<file path="src/pkg/ima_irq_params.svh">
// Register offsets, field positions and reset values of the interrupt status unit
`ifndef IMA_IRQ_PARAMS_SVH
`define IMA_IRQ_PARAMS_SVH
`define TEST_CONTROL_ONE_ADDR       10'h04E
`define TEST_CONTROL_TWO_ADDR       10'h0DA
`define GROUP_OVF_IRQ_ENABLE_ADDR   10'h204
`define GENERAL_STATUS_ADDR         10'h206
`define UNI_LINK_OVF_STATUS_ADDR    10'h208
`define GROUP_CNT_OVF_STATUS_ADDR   10'h210
`define MASTER_IRQ_ENABLE_ADDR      10'h218
`define LINK_IRQ_ENABLE_ADDR        10'h219
`define LINK_IRQ_STATUS_ADDR        10'h222
`define LINE_CNT_OVF_STATUS_ADDR    10'h22A
`define MASTER_IRQ_STATUS_ADDR      10'h232
`define GROUP_OVF_SUMMARY_ADDR      10'h235
`define NUM_LINKS                   8
`define NUM_GROUPS                  4
// Revision value is arbitrary
`define DEVICE_REVISION             4'h6
`define REG_RESET                   8'h00
`define LINK_SUMMARY_BIT            7
`define LINK_GROUP_EVENT_BIT        6
`define LINK_COUNTER_OVF_BIT        0
`endif

</file>
<file path="src/pkg/ima_irq_pkg.sv">
// Types shared by the interrupt status unit
package ima_irq_pkg;
   // Host register port request
   typedef struct packed {
      logic       rd;
      logic       wr;
      logic [9:0] addr;
      logic [7:0] wdata;
   } host_req_t;
   // Per-link hardware events
   typedef struct packed {
      logic cell_change;
      logic control_cell_violation_flag;
      logic delay_sync_loss_flag;
      logic frame_loss_flag;
      logic cell_delineation_loss_flag;
      logic counter_ovf;
   } link_events_t;
endpackage

</file>
<file path="src/ima_phy_interrupt_status_unit.sv">
// Interrupt aggregation, masking and status registers of the octal link device
//
// Summary of operation
// - Master status shows per-link pending requests
// - Writes to master status are ignored
// - Master status unlatched; enable acts at once
// - Pin low when status and enable set
// - Link0 bit7 summarises group overflow sources
// - Link0 bit6 group ready/frame event, write-0 clears
// - Bit5 control cell with changes stored
// - Bits4-1 violation, delay, frame, delineation flags
// - Bit0 counter overflow, cleared by counter access
// - Per-link eight-bit enable register
// - Group overflow status one bit per group
// - Group overflow enable, bits 7:4 zero
// - Per-group fifo and input counter overflows
// - UNI link overflow bits, write-0 clears
// - Line counter overflow bit mapping
// - General status revision field bits 7:4
// - Output/input clock loss latched, write-0 clears
// - Tx fifo overflow; no free cell latched
`timescale 1ns/1ns
`default_nettype none
`include "ima_irq_params.svh"
module ima_phy_interrupt_status_unit
   import ima_irq_pkg::*;
(
   // Clock and reset
   input  wire logic                   i_sys_clk,
   input  wire logic                   i_nrst,
   // Register port, same clock
   input  wire host_req_t              i_host,
   output logic [7:0]                  o_rdata,
   // Link events, one-cycle pulses
   input  wire link_events_t [7:0]     i_link_ev,
   input  wire logic [7:0][4:0]        i_uni_ovf_ev,
   input  wire logic [7:0][7:0]        i_line_ovf_ev,
   input  wire logic [7:0]             i_link_cnt_access,
   // Group events
   input  wire logic [3:0][4:0]        i_group_ovf_ev,
   input  wire logic                   i_group_event,
   // General events
   input  wire logic                   i_utopia_out_clk_loss,
   input  wire logic                   i_utopia_in_clk_loss,
   input  wire logic                   i_tx_fifo_ovf,
   input  wire logic                   i_no_free_cell,
   // Test register outputs
   output logic                        o_link_add_mode,
   output logic [1:0]                  o_link_add_group,
   // Interrupt pin, active low
   output logic                        o_irq_n
);
   // ***************************************************************
   // Reset synchroniser
   // ***************************************************************
   logic       rst_meta;
   logic       rst_n;
   always_ff @(posedge i_sys_clk or negedge i_nrst) begin
      if (!i_nrst) begin
         rst_meta <= 1'b0;
         rst_n    <= 1'b0;
      end else begin
         rst_meta <= 1'b1;
         rst_n    <= rst_meta;
      end
   end

   // ***************************************************************
   // Storage
   // ***************************************************************
   logic [7:0]      master_en;
   logic [7:0][7:0] link_en;
   logic [7:0][5:1] link_flags;
   logic [7:0]      link_cnt_ovf;
   logic            group_event_flag;
   logic [3:0]      group_ovf_en;
   logic [3:0][4:0] group_ovf;
   logic [7:0][4:0] uni_ovf;
   logic [7:0][7:0] line_ovf;
   logic [3:0]      gen_flags;
   logic [7:0]      test_one;
   logic [7:0]      test_two;
   logic [3:0]      group_summary;
   logic            group_pending;
   logic [7:0][7:0] link_status;
   logic [7:0]      master_status;

   wire logic wr = i_host.wr;
   wire logic [9:0] ad = i_host.addr;
   wire logic [7:0] wd = i_host.wdata;

   // Write-0 clears, event sets; set has priority
   function automatic logic [7:0] w0c(input logic [7:0] cur, input logic [7:0] ev,
                                      input logic hit);
      w0c = ((hit ? (cur & wd) : cur) | ev);
   endfunction

   // ***************************************************************
   // Address decode
   // ***************************************************************
   // One-hot selects keep the read mux free of priority chains
   logic            sel_master_stat;
   logic            sel_master_en;
   logic            sel_group_en;
   logic            sel_group_sum;
   logic            sel_general;
   logic            sel_test_one;
   logic            sel_test_two;
   logic [7:0]      sel_link_stat;
   logic [7:0]      sel_link_en;
   logic [7:0]      sel_uni;
   logic [7:0]      sel_line;
   logic [3:0]      sel_group_ovf;

   assign sel_master_stat = (ad == `MASTER_IRQ_STATUS_ADDR);
   assign sel_master_en   = (ad == `MASTER_IRQ_ENABLE_ADDR);
   assign sel_group_en    = (ad == `GROUP_OVF_IRQ_ENABLE_ADDR);
   assign sel_group_sum   = (ad == `GROUP_OVF_SUMMARY_ADDR);
   assign sel_general     = (ad == `GENERAL_STATUS_ADDR);
   assign sel_test_one    = (ad == `TEST_CONTROL_ONE_ADDR);
   assign sel_test_two    = (ad == `TEST_CONTROL_TWO_ADDR);

   genvar s;
   generate
      for (s = 0; s < `NUM_LINKS; s++) begin : g_link_sel
         assign sel_link_stat[s] = (ad == `LINK_IRQ_STATUS_ADDR + 10'(s));
         assign sel_link_en[s]   = (ad == `LINK_IRQ_ENABLE_ADDR + 10'(s));
         assign sel_uni[s]       = (ad == `UNI_LINK_OVF_STATUS_ADDR + 10'(s));
         assign sel_line[s]      = (ad == `LINE_CNT_OVF_STATUS_ADDR + 10'(s));
      end
      for (s = 0; s < `NUM_GROUPS; s++) begin : g_group_sel
         assign sel_group_ovf[s] = (ad == `GROUP_CNT_OVF_STATUS_ADDR + 10'(s));
      end
   endgenerate

   // ***************************************************************
   // Control registers
   // ***************************************************************
   always_ff @(posedge i_sys_clk or negedge rst_n) begin
      if (!rst_n) begin
         master_en <= `REG_RESET;
      end else if (wr && sel_master_en) begin
         master_en <= wd;
      end
   end

   always_ff @(posedge i_sys_clk or negedge rst_n) begin
      if (!rst_n) begin
         group_ovf_en <= 4'h0;
      end else if (wr && sel_group_en) begin
         group_ovf_en <= wd[3:0];
      end
   end

   always_ff @(posedge i_sys_clk or negedge rst_n) begin
      if (!rst_n) begin
         test_one <= `REG_RESET;
      end else if (wr && sel_test_one) begin
         test_one <= wd;
      end
   end

   always_ff @(posedge i_sys_clk or negedge rst_n) begin
      if (!rst_n) begin
         test_two <= `REG_RESET;
      end else if (wr && sel_test_two) begin
         test_two <= wd;
      end
   end
   // Link addition control taken from test two
   assign o_link_add_mode  = test_two[3];
   assign o_link_add_group = test_two[1:0];

   // ***************************************************************
   // Per-link registers
   // ***************************************************************
   genvar l;
   generate
      for (l = 0; l < `NUM_LINKS; l++) begin : g_link
         logic [7:0] ev;
         logic [7:0] next_flags;
         logic [7:0] next_uni;
         logic [7:0] next_line;
         logic [7:0] masked;
         assign ev = {2'b00, i_link_ev[l].cell_change,
                      i_link_ev[l].control_cell_violation_flag,
                      i_link_ev[l].delay_sync_loss_flag,
                      i_link_ev[l].frame_loss_flag,
                      i_link_ev[l].cell_delineation_loss_flag, 1'b0};
         // Process, not assign, so the merge also follows the write data
         always_comb begin
            next_flags = w0c({2'b00, link_flags[l], 1'b0}, ev,
                             wr && sel_link_stat[l]);
            next_uni   = w0c({3'b000, uni_ovf[l]}, {3'b000, i_uni_ovf_ev[l]},
                             wr && sel_uni[l]);
            next_line  = w0c(line_ovf[l], i_line_ovf_ev[l],
                             wr && sel_line[l]);
         end

         always_ff @(posedge i_sys_clk or negedge rst_n) begin
            if (!rst_n) begin
               link_en[l] <= `REG_RESET;
            end else if (wr && sel_link_en[l]) begin
               link_en[l] <= wd;
            end
         end

         always_ff @(posedge i_sys_clk or negedge rst_n) begin
            if (!rst_n) begin
               link_flags[l] <= 5'h00;
            end else begin
               link_flags[l] <= next_flags[5:1];
            end
         end

         // Cleared only by counter access
         always_ff @(posedge i_sys_clk or negedge rst_n) begin
            if (!rst_n) begin
               link_cnt_ovf[l] <= 1'b0;
            end else begin
               link_cnt_ovf[l] <= i_link_ev[l].counter_ovf |
                  (link_cnt_ovf[l] & ~i_link_cnt_access[l]);
            end
         end

         always_ff @(posedge i_sys_clk or negedge rst_n) begin
            if (!rst_n) begin
               uni_ovf[l] <= 5'h00;
            end else begin
               uni_ovf[l] <= next_uni[4:0];
            end
         end

         always_ff @(posedge i_sys_clk or negedge rst_n) begin
            if (!rst_n) begin
               line_ovf[l] <= `REG_RESET;
            end else begin
               line_ovf[l] <= next_line;
            end
         end

         assign link_status[l] = {
            (l == 0) ? group_pending : 1'b0,
            (l == 0) ? group_event_flag : 1'b0,
            link_flags[l], link_cnt_ovf[l]};
         assign masked = link_status[l] & link_en[l];
         assign master_status[l] = |masked;
      end
   endgenerate

   // ***************************************************************
   // Group registers
   // ***************************************************************
   genvar g;
   generate
      for (g = 0; g < `NUM_GROUPS; g++) begin : g_grp
         logic [7:0] next_grp;
         always_comb begin
            next_grp = w0c({3'b000, group_ovf[g]}, {3'b000, i_group_ovf_ev[g]},
                           wr && sel_group_ovf[g]);
         end

         always_ff @(posedge i_sys_clk or negedge rst_n) begin
            if (!rst_n) begin
               group_ovf[g] <= 5'h00;
            end else begin
               group_ovf[g] <= next_grp[4:0];
            end
         end
         // Any counter or fifo overflow of the group
         assign group_summary[g] = |group_ovf[g];
      end
   endgenerate
   // Clears when the group sources are serviced or their enables are cleared
   assign group_pending = |(group_summary & group_ovf_en);

   always_ff @(posedge i_sys_clk or negedge rst_n) begin
      if (!rst_n) begin
         group_event_flag <= 1'b0;
      end else begin
         group_event_flag <= i_group_event |
            (group_event_flag & ~(wr && ad == `LINK_IRQ_STATUS_ADDR &&
             !wd[`LINK_GROUP_EVENT_BIT]));
      end
   end

   // ***************************************************************
   // General status
   // ***************************************************************
   logic [3:0] gen_ev;
   logic       gen_hit;
   assign gen_ev  = {i_utopia_out_clk_loss, i_utopia_in_clk_loss,
                     i_tx_fifo_ovf, i_no_free_cell};
   assign gen_hit = wr && sel_general;

   // Tx fifo overflow also taken as write-0 clear for symmetry
   genvar f;
   generate
      for (f = 0; f < 4; f++) begin : g_gen
         always_ff @(posedge i_sys_clk or negedge rst_n) begin
            if (!rst_n) begin
               gen_flags[f] <= 1'b0;
            end else begin
               // Set beats a clearing write in the same cycle
               gen_flags[f] <= gen_ev[f] |
                  (gen_flags[f] & ~(gen_hit & ~wd[f]));
            end
         end
      end
   endgenerate

   // ***************************************************************
   // Interrupt pin and read data
   // ***************************************************************
   // Combinational from flags so enable changes act at once
   logic [7:0] irq_request;
   assign irq_request = master_status & master_en;
   assign o_irq_n     = ~|irq_request;

   // ***************************************************************
   // Read data
   // ***************************************************************
   logic [7:0] next_rdata;
   logic [7:0] link_rd;
   logic [7:0] group_rd;

   // Per-link and per-group words merge over one-hot selects
   always_comb begin
      link_rd  = `REG_RESET;
      group_rd = `REG_RESET;
      for (int i = 0; i < `NUM_LINKS; i++) begin
         if (sel_link_stat[i]) begin
            link_rd = link_rd | link_status[i];
         end
         if (sel_link_en[i]) begin
            link_rd = link_rd | link_en[i];
         end
         if (sel_uni[i]) begin
            link_rd = link_rd | {3'b000, uni_ovf[i]};
         end
         if (sel_line[i]) begin
            link_rd = link_rd | line_ovf[i];
         end
      end
      for (int j = 0; j < `NUM_GROUPS; j++) begin
         if (sel_group_ovf[j]) begin
            group_rd = group_rd | {3'b000, group_ovf[j]};
         end
      end
   end

   // Unmapped addresses fall through to zero
   always_comb begin
      next_rdata = link_rd | group_rd;
      if (sel_master_stat) begin
         next_rdata = master_status;
      end
      if (sel_master_en) begin
         next_rdata = master_en;
      end
      if (sel_group_en) begin
         next_rdata = {4'h0, group_ovf_en};
      end
      if (sel_group_sum) begin
         next_rdata = {4'h0, group_summary};
      end
      if (sel_general) begin
         next_rdata = {`DEVICE_REVISION, gen_flags};
      end
      // Test registers read back inverted, not the written value
      if (sel_test_one) begin
         next_rdata = ~test_one;
      end
      if (sel_test_two) begin
         next_rdata = ~test_two;
      end
   end

   // Read data holds between reads
   always_ff @(posedge i_sys_clk or negedge rst_n) begin
      if (!rst_n) begin
         o_rdata <= `REG_RESET;
      end else if (i_host.rd) begin
         o_rdata <= next_rdata;
      end
   end
endmodule
`default_nettype wire

</file>
<file path="config.mk">
export PLATFORM = sky130hd
export DESIGN_NAME = ima_phy_interrupt_status_unit
export DESIGN_NICKNAME = d
export VERILOG_FILES = /design/src/pkg/ima_irq_pkg.sv /design/src/ima_phy_interrupt_status_unit.sv
export VERILOG_INCLUDE_DIRS = /design/src /design/src/pkg
export SDC_FILE = /design/constraint.sdc
export NUM_CORES = 1
export LEC_CHECK = 0
export ABC_CLOCK_PERIOD_IN_PS = 11300
export BUFFER_PORTS_ARGS = -buffer_cell sky130_fd_sc_hd__buf_2
export CORE_MARGIN = 2
export CORE_UTILIZATION = 55
export DETAILED_ROUTE_END_ITERATION = 8
export PLACE_DENSITY = 0.75
export SLEW_MARGIN = 20
export SYNTH_ARGS = -nofsm -noshare
export SYNTH_HDL_FRONTEND = slang
export SYNTH_SLANG_ARGS = --single-unit
</file>
<file path="constraint.sdc">
create_clock -name i_sys_clk -period 11.3 [get_ports i_sys_clk]
set_input_delay 1.13 -clock i_sys_clk [delete_from_list [all_inputs] [get_ports i_sys_clk]]
set_output_delay 1.13 -clock i_sys_clk [all_outputs]
set_load 0.02 [all_outputs]
</file>
==> impl.org, run 1 <==
** Run status
- The flow ran to the end, and the final reports show no timing, DRC or antenna violations.

** Synth
- Share of flip-flops with an asynchronous set or reset after synthesis :: between 90% and 100%
- The commonest cells after synthesis are sky130_fd_sc_hd__dfrtp_1 (279), sky130_fd_sc_hd__o21ai_0 (197), sky130_fd_sc_hd__nand2b_1 (174).
- In this run the biggest area consumer among cell types represents about half of the synthesized area.
- Of the synthesized area, sequential elements account for about half.
- Ys flop type :: sky130_fd_sc_hd__dfrtp_1
- Count of cell types in the netlist :: 70
- Synthesis produced 1312 cells.
- The mapped netlist covers around 0.014 mm2.
- Cell types with the largest area share after synthesis :: sky130_fd_sc_hd__dfrtp_1 (51%), sky130_fd_sc_hd__mux2_2 (8.1%), sky130_fd_sc_hd__nand2b_1 (8.0%)
- Of all cell types, the one taking the most synthesized area is sky130_fd_sc_hd__dfrtp_1.
- The number of nets in the synthesized netlist is 1519.
- Number of storage elements in the synthesis netlist :: ~280
- Number of synthesized flops with an enable pin :: 0
- Yosys instantiated no cell more often than sky130_fd_sc_hd__dfrtp_1.
- Average footprint of a synthesized cell :: roughly 10 um2
- YS warnings :: 0

** Placed design
- After legalization and detailed placement, the total HPWL measured 37060 um.
- Routability cong. :: slightly above 1
- # port buffers :: 218

** Layout
- Fraction of layout instances using a drive strength above 1 :: 26.68%
- Counting the fill cells in the layout gives approximately 2000.
- Final #Nets :: 1703
- The multi-input combinational cells in the finished layout cover a total of ~0.0063 mm2.
- Final antenna diode count :: 0
- Relative area change from synthesis to final layout :: 16.72%
- Fraction of the core area covered by cells at the end of the flow :: between 60% and 70%
- Register cell area after layout :: about 0.007 mm2

** Detailed routing
- The first TritonRoute pass finished after 6 iterations.
- Number of vias per cell :: between 6 and 7
- WL per Instance :: around 28 um
- In the routed design, unresolved DRC markers number 0.
- DRC violation total after the first TritonRoute iteration :: between 1500 and 2000
- The detail route stage leaves a number of antenna-violating nets equal to 0.
- Routed via count :: approximately 12000
- Wires add up to approximately 52000 um.

** Power and ir drop
- In this run the static leakage power is between 0.006 and 0.007 uW.
- Power consumption :: between 2000 and 2500 uW
- PwrDens :: ~140 mW/mm2
- IR analysis of the VDD net gives a maximum drop of 0.0001620 V.

** Critical path
- Of all nets on the critical path, the largest fanout is 59.
- The signal on the critical path passes through buf_2 > buf_4 > nor2_1 > buf_4 > a31oi_1 > o22ai_1 > a2111oi_0 > o211ai_1 > a2111oi_0 > o22ai_1.
- The worst setup path is launched from an input pin.
- Arrival @ worst endpoint :: between 4 and 5 ns
- Worst setup EP type :: flop
- Crit-path max cell delay :: roughly 0.97 ns
- For this design, the slowest cell found on the critical path is sky130_fd_sc_hd__a2111oi_0.
- Number of buffer and inverter stages on the critical path :: 3
- Path type of the worst setup path :: input pin to flop
- At the worst endpoint, the required time is approximately 12 ns.
- Cell family contributing the most delay on the critical path :: compound AO/OA/AOI/OAI gates

** Timing
- For the pin with the worst max-slew slack, the measured transition is approximately 1.2 ns.
- The total count of hold-check failures in the final report was 0.
- Min cycle time layout :: between 4 and 5 ns
- Static timing analysis puts the maximum clock frequency at roughly 0.24 GHz.
- The final number of max-transition violations is 0.
- In the finished design, the share of the clock period the worst path needs comes to 37.06%.
- After routing, the total negative slack on setup checks comes to 0 ns.
- Setup violations remaining at the end of the flow were counted as 0.
- Max-Slew Margin vs Limit :: 21.36%
- Setup repair after global routing left no endpoint under its margin.
- For the final database, setup skew stands at approximately 0.0095 ns.

** Floorplanning
- The die covers between 0.02 and 0.03 mm2.
- In this run the vertical extent of the chip is approximately 160 um.
- After floorplanning, the core was sized to cover 0.02439 mm2.
- Die X-Extent :: around 160 um
- Number of primary I/O pins :: about 220
- Initial core utilization :: a little under three fifths
- In this run the core area contains 57 standard-cell rows.

** CTS
- In this run the number of H-tree levels came out at 1.
- Clock-pin slew was measured on the worst setup and hold paths at 0.07 ns.
- Buffers inserted during clock tree synthesis total 29.
- Post-CTS Repair Setup Buffers :: 0
- Later-pin clock latency in the skew report :: roughly 0.58 ns
- Cells resized by post-CTS repair :: 0
- The clock drives 279 sinks.
- # hold bufs at CTS :: 0
- Root Buffer Master :: sky130_fd_sc_hd__clkbuf_16
- In this run the deepest clock path goes through 3 buffers.
- CTS tree :: done

** Global route
- The total overflow left after global routing is 0.
- The number of global-route vias before repair was about 13000.
- The first global-routing pass estimated approximately 80000 um of wire.
- Entering global routing, the biggest net connects 82 pins.
- The initial antenna violation count came to 2.
- Total routing resource utilization after global routing :: between 30% and 40%

** Worst hold path
- The path class of the tightest hold or removal check is flop to asynchronous set/reset pin.

** Flow run
- Maximum capacitance violations :: 0
[routing by layer]
metal / up-vias / global-route usage (%) / part of all wire [%]
met5: - / 0 / 0
met4: 0 / 16.13 / 4.5
met3: 166 / 8.121 / 11
met2: 872 / 61.36 / 45
met1: 6142 / 55.46 / 40
li1: 5190 / - / -
[kinds of logic (layout without fill, tap and decap cells)]
family / after synthesis / count (layout) / share of synthesized area (%)
AO/OA/AOI/OAI: 397 / 397 / 18.31
AND/OR/NAND/NOR: 417 / 417 / 17.51
multiplexers: 121 / 121 / 10.16
other: 1 / 1 / 0.02741
buffers and inverters: 97 / 303 / 2.963
flip-flops: 279 / 279 / 51.03
[registers in the layout, indices dropped and copies added, names as in the netlist, 20 cells and up]
register and count:
link_flags 40, link_en 64, group_ovf 20, line_ovf 64, uni_ovf 40
[final cells by class]
class	instances	area share (%)
inverter	15	0.3526
clock inverter	9	0.6190
clock buffer	44	5.461
sequential	279	43.74
timing repair buffer	235	7.655
multi-input combinational	936	39.63
tap	324	2.539
[metrics by stage]
stage | instance area (um2) | hold slack [ns] | instances | setup slack, ns
final | 15970 | 0.3179 | 1842 | 7.113
after global routing | 15970 | 0.3296 | 1842 | 7.176
after CTS | 15960 | 0.3213 | 1842 | 7.273
after detailed placement | 14990 | 0.3353 | 1789 | 6.726
after global placement | 14990 | 0.3318 | 1789 | 6.888
after floorplan | 13680 | 0.3312 | 1312 | 2.949
[cells in the final DEF, fill, tap and decap left out, types with 8 or more instances in the layout]
master and count:
sky130_fd_sc_hd__dfrtp_1 278, sky130_fd_sc_hd__buf_2 218, sky130_fd_sc_hd__o21ai_0 197, sky130_fd_sc_hd__nand2b_1 174, sky130_fd_sc_hd__mux2_2 98, sky130_fd_sc_hd__nand2_1 65, sky130_fd_sc_hd__a22oi_1 51, sky130_fd_sc_hd__nor2_1 35
sky130_fd_sc_hd__nand3_1 33, sky130_fd_sc_hd__clkbuf_16 29, sky130_fd_sc_hd__a21oi_1 28, sky130_fd_sc_hd__nor3_1 23, sky130_fd_sc_hd__buf_4 16, sky130_fd_sc_hd__inv_1 14, sky130_fd_sc_hd__a31oi_1 14, sky130_fd_sc_hd__mux2i_1 14
sky130_fd_sc_hd__a22o_1 13, sky130_fd_sc_hd__a32oi_1 11, sky130_fd_sc_hd__and3_1 10, sky130_fd_sc_hd__a221oi_1 10, sky130_fd_sc_hd__clkbuf_8 9, sky130_fd_sc_hd__a21o_1 8, sky130_fd_sc_hd__nand4_1 8, sky130_fd_sc_hd__o22ai_1 8
[power by group]
| group | switching, uW | leakage, uW | total [uW] | internal (uW) |
|---|---|---|---|---|
| clock network | 413 | 0.000480 | 970 | 557 |
| registers | 12.6 | 0.00297 | 1020 | 1010 |
| logic | 116 | 0.00306 | 182 | 66.2 |
[final timing paths]
| kind | end | slack (ns) | cells after the start | from |
|---|---|---|---|---|
| setup reg to reg | o_rdata[1] | 8.32 | 7 | link_flags[5] |
| min in group i_sys_clk | rst_n | 0.35 | 0 | rst_meta |
| max in group asynchronous | link_en[41] | 8.60 | 2 | rst_n |
| hold / removal | link_flags[5] | 0.32 | 0 | rst_n |
| setup / recovery | o_rdata[1] | 7.11 | 10 | i_host[9] |
| hold reg to reg | link_flags[5] | 0.32 | 0 | rst_n |
Note: power is estimated with default switching activity, not from simulation.
==> run 2, diff against run 1 <==
ABC_AREA = 1   (was default)
ABC_CLOCK_PERIOD_IN_PS = 3800   (was 11300)
CORE_UTILIZATION = 52   (was 55)
PLACE_DENSITY = 0.74   (was 0.75)
clock period = 3.8 ns   (was 11.3 ns; I/O delays follow)
==> run 2 against run 1 <==
Clock-buffer cell count shrank 3. Power increased to 3.1 times the previous value. Clock skew increased by 0.018 ns. Synthesized cell count rose by 43%. Global-route usage is 1.1 points higher. Via count up 16%. Setup slack worse by 6.5 ns. Core utilization is 0.84 points lower. Final cell count grew 35%. Sequential share of layout area down 2.5 points. Design area is 6.1% higher. Die area up 7.6%. Largest power group is now the clock network.
==> impl.org, run 2 <==
** Run status
- Status :: complete, no violations

** Synth
- Most common library cells after synthesis :: sky130_fd_sc_hd__nand2_1 (643), sky130_fd_sc_hd__dfrtp_1 (279), sky130_fd_sc_hd__o21ai_0 (239)
- Summed over all instances, the cell type with the most area after synthesis is sky130_fd_sc_hd__dfrtp_1.
- The post-synthesis sequential element count was 279 (unchanged).
- YS warnings :: 0 (unchanged)
- Share of flip-flops with an asynchronous set or reset after synthesis :: 100.0% (unchanged)
- Number of synthesized flops with an enable pin :: 0 (unchanged)
- Share of synthesized area occupied by flip-flops and latches :: 50.07% (-0.96 points)
- Average footprint of a synthesized cell :: 7.456 um2 (-28%)
- Synthesized Nets :: 2077 (+37%)
- Post-synthesis instance total :: 1870 (+43%)
- By instance count, the leading cell after synthesis is sky130_fd_sc_hd__nand2_1.
- Area fraction of the dominant cell type after synthesis :: 50.07% (-0.96 points)
- Among all flip-flop cells after synthesis, the most frequent one is sky130_fd_sc_hd__dfrtp_1.
- The number of different library cells in the post-synthesis netlist came to 35 (-50%).
- By area the synthesized netlist is led by sky130_fd_sc_hd__dfrtp_1 (50%), sky130_fd_sc_hd__nand2_1 (17%), sky130_fd_sc_hd__o21ai_0 (8.6%).
- Post-synthesis cell area :: 0.01394 mm2 (+1.9%)

** Floorplanning
- Area of the die :: 0.02814 mm2 (+7.6%)
- Area of the core region :: 0.02621 mm2 (+7.4%)
- Die X-Extent :: 167.8 um (+3.7%)
- The initial standard-cell utilization of the core is 53.21% (-2.9 points).
- The number of primary I/O pins came to 219 (unchanged).
- The row count is 59 (+3.5%).
- The chip height came to 167.8 um (+3.7%).

** CTS
- Later-pin clock latency in the skew report :: 0.57 ns (about the same)
- The root buffer cell chosen for the clock tree is sky130_fd_sc_hd__clkbuf_16.
- The number of gates resized after cts is 0 (unchanged).
- Number of buffers created by CTS :: 29 (unchanged)
- The number of buffers between clock root and the deepest sink was 3 (unchanged).
- The H-tree depth came to 1 (unchanged).
- The number of clock sinks is 279 (unchanged).
- TritonCTS built the clock tree.
- The clock transition at the register clock pins on the worst setup and hold paths after CTS is 0.06 ns (about the same).

** Layout
- Fin cells :: 2483 (+35%)
- Final antenna diode count :: 0 (unchanged)
- Most common cell after layout, fill and taps aside :: sky130_fd_sc_hd__nand2_1
- The largest registers in the layout are line_ovf: 64 flops, link_en: 64 flops.
- Final #Nets :: 2334 (+37%)
- # fillers :: 2311 (+16%)
- The share of cells above drive strength 1 is 16.06% (-11 points).
- Relative area change from synthesis to final layout :: 21.48%
- Commonest cells after routing, fill and taps aside :: sky130_fd_sc_hd__nand2_1 (643), sky130_fd_sc_hd__dfrtp_1 (278), sky130_fd_sc_hd__o21ai_0 (239), sky130_fd_sc_hd__inv_1 (238), sky130_fd_sc_hd__buf_2 (218)

** Critical path
- Number of buffer and inverter stages on the critical path :: 3 (unchanged)
- Required time reported for the critical path endpoint :: 3.42 ns (-8.29 ns)
- The worst setup path is captured at an output port.
- The maximum net fanout on the critical path is 2 (-97%).
- The maximum cell stage delay along the critical path is 0.43 ns (-0.54 ns).
- The critical path goes through inv_1 > nand2_1 > nor4_1 > buf_4 > o21ai_0 > o21ai_0 > nand2_1 > nand2_1 > o21ai_0 > nor3_1 > buf_2.
- Broken down by cell family, the worst path's largest delay share belongs to simple AND/OR/NAND/NOR gates.
- The worst setup path is launched from a flop.
- CP max stage cell :: sky130_fd_sc_hd__dfrtp_1
- The setup slack of the most critical reg-to-reg path is 1.59 ns (-6.73 ns).
- The endpoint arrival time on the critical path came to 2.83 ns (-1.76 ns).
- The setup path with the least slack is of type flop to output port.

** Placed design
- Placed instance count :: 2388 (+33%)
- The routability congestion estimate is 1.058 (+2.4%).
- The number of buffers inserted by port buffering came to 218 (unchanged).
- HPWL after detailed placement :: 43200 um (+17%)

** Global route
- The first-pass GRT wire length is 85620 um (+10%).
- Final global-route overflow total :: 0 (unchanged)
- The pin count of the biggest net entering global routing came to 65 (-21%).
- The initial antenna violation count is 0 (-2).
- The combined global-route utilization of all metal layers was 40.83% (+1.1 points).
- Number of global-route vias before repair :: 14070 (+12%)

** Timing
- Maximum operating frequency :: slightly above 0.3 GHz
- Worst slew pin tran :: 1.001 ns (-0.1747 ns)
- Setup clock skew after layout :: 0.02749 ns (+0.01803 ns)
- In the finished design, the share of the clock period the worst path needs comes to a little over four fifths.
- Setup repair after global routing left no endpoint under its margin.
- Final number of max-transition violations :: 0 (unchanged)
- The total count of hold-check failures in the final report was 0 (unchanged).
- The headroom to the max-slew limit came to 32.68% (+11 points).
- # setup viols final :: 0 (unchanged)
- Min cycle time layout :: ~3.2 ns
- Setup TNS :: 0 ns (unchanged)

** Detailed routing
- The detail-routed via count per cell was 5.804 (-14%).
- The total wirelength of the detailed-routed design was 57430 um (+11%).
- First-pass iteration count of the detailed router :: 6 (unchanged)
- The via total after detailed routing was 14410 (+16%).
- The remaining routing DRC violations was 0 (unchanged).
- The number of antenna-violating nets in the routed design is 0 (unchanged).
- The average routed wire per standard cell was 23.13 um (-18%).
- DRC violation total after the first TritonRoute iteration :: 1944 (+7.4%)

** Worst hold path
- The tightest min-delay check is of the input pin to flop type.

** Power and ir drop
- The standby leakage power is 0.008381 uW (+29%).
- The power per standard cell area is 395.2 mW/mm2 (+190%).
- IR drop worst, VDD :: 0.0003620 V (+120%)

** Flow run
- Maximum capacitance violations :: 0 (unchanged)
-- run 2: tightest hold or removal path: stages --
cell                      delay, ns
sky130_fd_sc_hd__buf_2         0.08
sky130_fd_sc_hd__inv_1         0.03
sky130_fd_sc_hd__nand2_1       0.05
-- run 2: kinds of logic after synthesis --
logic type             synth area share (%)
AOI/OAI and AO/OA                     12.50
DFF                                   50.07
buffers and inverters                 8.552
other                               0.02689
and+or+nand+nor                       28.85
-- run 2: layer usage --
| layer | vias to the layer above | global-route usage (%) | routed length (um) |
|---|---|---|---|
| met2 | 989 | 62.90 | 24950 |
| li1 | 6410 | - | - |
| met1 | 6854 | 58.38 | 23510 |
| met4 | 0 | 16.67 | 2771 |
| met5 | - | 0 | 0 |
| met3 | 158 | 5.838 | 6189 |
-- run 2: timing repair --
| action | CTS | global route |
|---|---|---|
| hold buffers | 43 | 0 |
| buffers inserted | 0 | 0 |
| hold endpoints to repair | 44 | 0 |
-- run 2: report_power, final --
| part | switching, uW | internal, uW |
|---|---|---|
| logic | 298 | 168 |
| clock network | 1240 | 1960 |
| registers | 39.7 | 2990 |
-- run 2: cell type report --
class | count | area [um2] | share of cell area [%]
clock buffer | 41 | 850.8 | 5.023
clock inverter | 11 | 212.7 | 1.256
inverter | 251 | 942.2 | 5.562
multi-input combinational | 1282 | 5772 | 34.07
sequential | 279 | 6985 | 41.24
tap | 335 | 419.2 | 2.475
timing repair buffer | 284 | 1757 | 10.37
-- run 2: through the flow --
stage | hold slack, ns | utilization (%) | area [um2] | total power [uW] | worst slack, ns
global route | 0.008438 | 64.64 | 16940 | 6835 | 0.5905
CTS | 0.00009465 | 64.64 | 16940 | 6669 | 0.6888
finish | 0.001987 | 64.64 | 16940 | 6694 | 0.5923
floorplan | 0.08441 | - | 13950 | 3260 | 1.013
detailed placement | 0.1676 | 58.94 | 15440 | 3509 | 0.8898
global placement | 0.1657 | 58.94 | 15440 | 3506 | 0.8790
-- run 2: path summary, 6_finish.rpt --
| path | start | to | cells past startpoint |
|---|---|---|---|
| max in group asynchronous | rst_n | group_ovf[6] | 1 |
| max | group_ovf[5] | o_irq_n | 11 |
| min reg2reg | rst_meta | rst_n | 0 |
| max reg2reg | group_ovf[5] | o_rdata[7] | 14 |
| min | i_line_ovf_ev[44] | line_ovf[44] | 3 |
| min in group asynchronous | i_nrst | rst_meta | 2 |
==> run 3, diff against run 2 <==
ABC_CLOCK_PERIOD_IN_PS = 3300   (was 3800)
CORE_UTILIZATION = 55   (was 52)
PLACE_DENSITY = 0.75   (was 0.74)
clock period = 3.3 ns   (was 3.8 ns; I/O delays follow)
==> run 3 against run 2 <==
Hold slack better by 0.00087 ns. The run now ends with design-rule violations left. Clock power up 3%. Clock-buffer cell count up 1. Sequential power up 15%. Non-clock buffer count up 145. Setup slack worse by 0.31 ns. Global-route usage up 5.4 points. Register-to-register slack worse by 0.44 ns. Core utilization up 8.3 points. Power up 12%. Clock skew down 0.015 ns.
==> impl.org, run 3 (same netlist as run 2, synthesis figures left out) <==
** Run status
- Status :: finished, violations left
- The final reports fail on design-rule violations.

** CTS
- CTS tree :: done
- Count of H-tree levels built during CTS :: 1 (unchanged)
- Later-pin clock latency in the skew report :: 0.57 ns (about the same)
- The number of clock sinks was 279 (unchanged).
- The clock transition at the register clock pins on the worst setup and hold paths after CTS is 0.06 ns (about the same).
- The number of CTS-inserted buffers is 29 (unchanged).
- Clock buffer depth :: 3 (unchanged)
- The cell sitting at the root of the clock tree is a sky130_fd_sc_hd__clkbuf_16.

** Layout
- The count of nets after finishing was 2479 (+6.2%).
- # fillers :: 1866 (-19%)
- The final antenna diode count was 0 (unchanged).
- The share of cells above drive strength 1 was 15.17% (-0.89 points).
- Leaving out fill and tap cells, the most frequent cell in the layout is sky130_fd_sc_hd__nand2_1.
- The library cells used most frequently in the layout, excluding fill and tap cells, are sky130_fd_sc_hd__nand2_1 (643), sky130_fd_sc_hd__dfrtp_1 (278), sky130_fd_sc_hd__o21ai_0 (239), sky130_fd_sc_hd__inv_1 (238), sky130_fd_sc_hd__buf_2 (218).
- Fin cells :: 2624 (+5.7%)
- In the final layout, the registers with the most flip-flops are line_ovf: 64 flops, link_en: 64 flops.
- From synthesis to final layout, the design area changed by 30.96%.
- Fraction of the core area covered by cells at the end of the flow :: 72.93% (+8.3 points)

** Power and ir drop
- Proportion of total power due to net switching :: 24.89% (+1.4 points)
- The share of total power in combinational logic is 9.4% (+2.4 points).
- Sw power :: 1864 uW (+18%)
- The maximum ir drop on the vdd rail was 0.0005169 V (+43%).
- The clock network fraction of design power came to 44.1% (-3.6 points).
- The power per standard cell area was 410.2 mW/mm2 (+3.8%).
- The internal power summed over all cells was 5626 uW (+9.9%).
- The standby leakage power is 0.008923 uW (+6.5%).
- Share of power burned in registers :: 46.5% (+1.2 points)

** Critical path
- Reg2Reg Setup Slack :: 1.15 ns (-0.44 ns)
- The maximum net fanout on the critical path was 3 (+1).
- Arrival @ worst endpoint :: 2.68 ns (-0.15 ns)
- The worst setup path is captured at an output port.
- Required time reported for the critical path endpoint :: 2.97 ns (-0.45 ns)
- Path type of the worst setup path :: flop to output port
- Critical path launch point type :: flop

** Global route
- The combined global-route utilization of all metal layers is 46.20% (+5.4 points).
- Pin count of the biggest net entering global routing :: 77 (+18%)
- The initial antenna violation count came to 1 (+1).
- Final global-route overflow total :: 0 (unchanged)
- First-pass GRT wire length :: 91220 um (+6.6%)
- The number of global-route vias before repair came to 15550 (+11%).

** Timing
- # setup viols final :: 0 (unchanged)
- Setup repair after global routing missed its margin :: false
- The headroom to the max-slew limit was 35.66% (+3.0 points).
- Maximum operating frequency :: around 0.33 GHz
- Share of the clock period used by the worst path after layout :: 91.36%
- Setup TNS :: 0 ns (unchanged)
- Worst slew pin tran :: 0.9615 ns (-0.03905 ns)
- The final number of max-transition violations is 0 (unchanged).
- Setup clock skew after layout :: 0.01205 ns (-0.01544 ns)
- For the finished layout, the period the worst path requires is 3.015 ns.
- The total count of hold-check failures in the final report came to 0 (unchanged).

** Detailed routing
- The average routed wire per standard cell is 23.36 um (+0.98%).
- First-pass iteration count of the detailed router :: 9 (+3)
- The via total after detailed routing came to 15470 (+7.3%).
- The number of antenna-violating nets in the routed design was 0 (unchanged).
- Number of vias per cell :: 5.894 (+1.6%)
- The initial detailed-routing violation count came to 2207 (+14%).
- The remaining routing DRC violations is 13 (+13).
- Total Wirelength :: 61290 um (+6.7%)

** Floorplanning
- Die X-Extent :: 163.2 um (-2.7%)
- Area of the core region :: 0.02504 mm2 (-4.5%)
- The initial standard-cell utilization of the core was 55.69% (+2.5 points).
- The die outline area is 0.02664 mm2 (-5.3%).
- The row count is 58 (-1.7%).
- Height of the die :: 163.2 um (-2.7%)
- The number of primary I/O pins came to 219 (unchanged).

** Placed design
- The routability congestion estimate came to 1.031 (-2.6%).
- The placed instance count is 2386 (-0.084%).
- HPWL after detailed placement :: 41480 um (-4.0%)
- The number of buffers inserted by port buffering was 218 (unchanged).

** Worst hold path
- Hold crit path type :: input pin to flop

** Flow run
- The number of max-cap violations is 0 (unchanged).
[run 3: per-stage QoR]
stage,area [um2],hold slack [ns],total power [uW],worst slack (ns)
after CTS,18260,0.003968,7418,0.3346
final,18260,0.002861,7490,0.2852
after global routing,18260,0.02823,7658,0.1478
after detailed placement,15460,0.1157,4035,0.5372
after floorplan,13950,0.03441,3754,0.5128
after global placement,15460,0.1142,4031,0.5372
[run 3: layer usage]
| metal | part of all wire, % | vias to the layer above | GRT usage [%] |
|---|---|---|---|
| met5 | 0.077 | - | 1.515 |
| met4 | 6.8 | 2 | 25.99 |
| met3 | 12 | 280 | 12.16 |
| met2 | 44 | 1174 | 71.35 |
| met1 | 37 | 7286 | 59.12 |
| li1 | - | 6724 | - |
[run 3: final timing paths]
check	from	end	cells past startpoint
max in group asynchronous	rst_n	uni_ovf[23]	1
worst max register to register	group_ovf[7]	o_rdata[7]	12
worst max-delay path	group_ovf[7]	o_irq_n	9
min in group asynchronous	i_nrst	rst_n	2
worst min-delay path	i_line_ovf_ev[30]	line_ovf[30]	3
worst min register to register	rst_n	link_en[29]	0
[run 3: cell type report]
class	instances	area (um2)	share of cell area (%)
repair buffers	429	3201	17.53
flip-flops and latches	279	6985	38.26
multi-input cells	1282	5772	31.61
clock inverters	11	92.59	0.5071
well taps	330	412.9	2.261
clock buffers	42	854.6	4.680
inverters	251	942.2	5.160
[run 3: repair_timing]
item,4_1_cts,5_1_grt
resized for setup,0,0
hold endpoints to repair,178,0
buffers inserted,0,0
hold buffers,185,0
setup endpoints to repair,0,0
[run 3: worst max-delay path, stage by stage, from the launching register on]
cell,delay [ns]
sky130_fd_sc_hd__dfrtp_1,0.43
sky130_fd_sc_hd__nor4_1,0.30
sky130_fd_sc_hd__buf_4,0.19
sky130_fd_sc_hd__o21ai_0,0.15
sky130_fd_sc_hd__o21ai_0,0.26
sky130_fd_sc_hd__nand2_1,0.10
sky130_fd_sc_hd__nand2_1,0.08
sky130_fd_sc_hd__o21ai_0,0.07
sky130_fd_sc_hd__nor3_1,0.31
sky130_fd_sc_hd__buf_2,0.23
[run 3: power groups by stage]
stage	registers [uW]	logic (uW)	clock network, uW
2_1_floorplan	3580	176	0
3_5_place_dp	3550	489	0
4_1_cts	3480	662	3270
5_1_grt	3480	745	3430
3_3_place_gp	3550	486	0
6_report	3480	705	3300
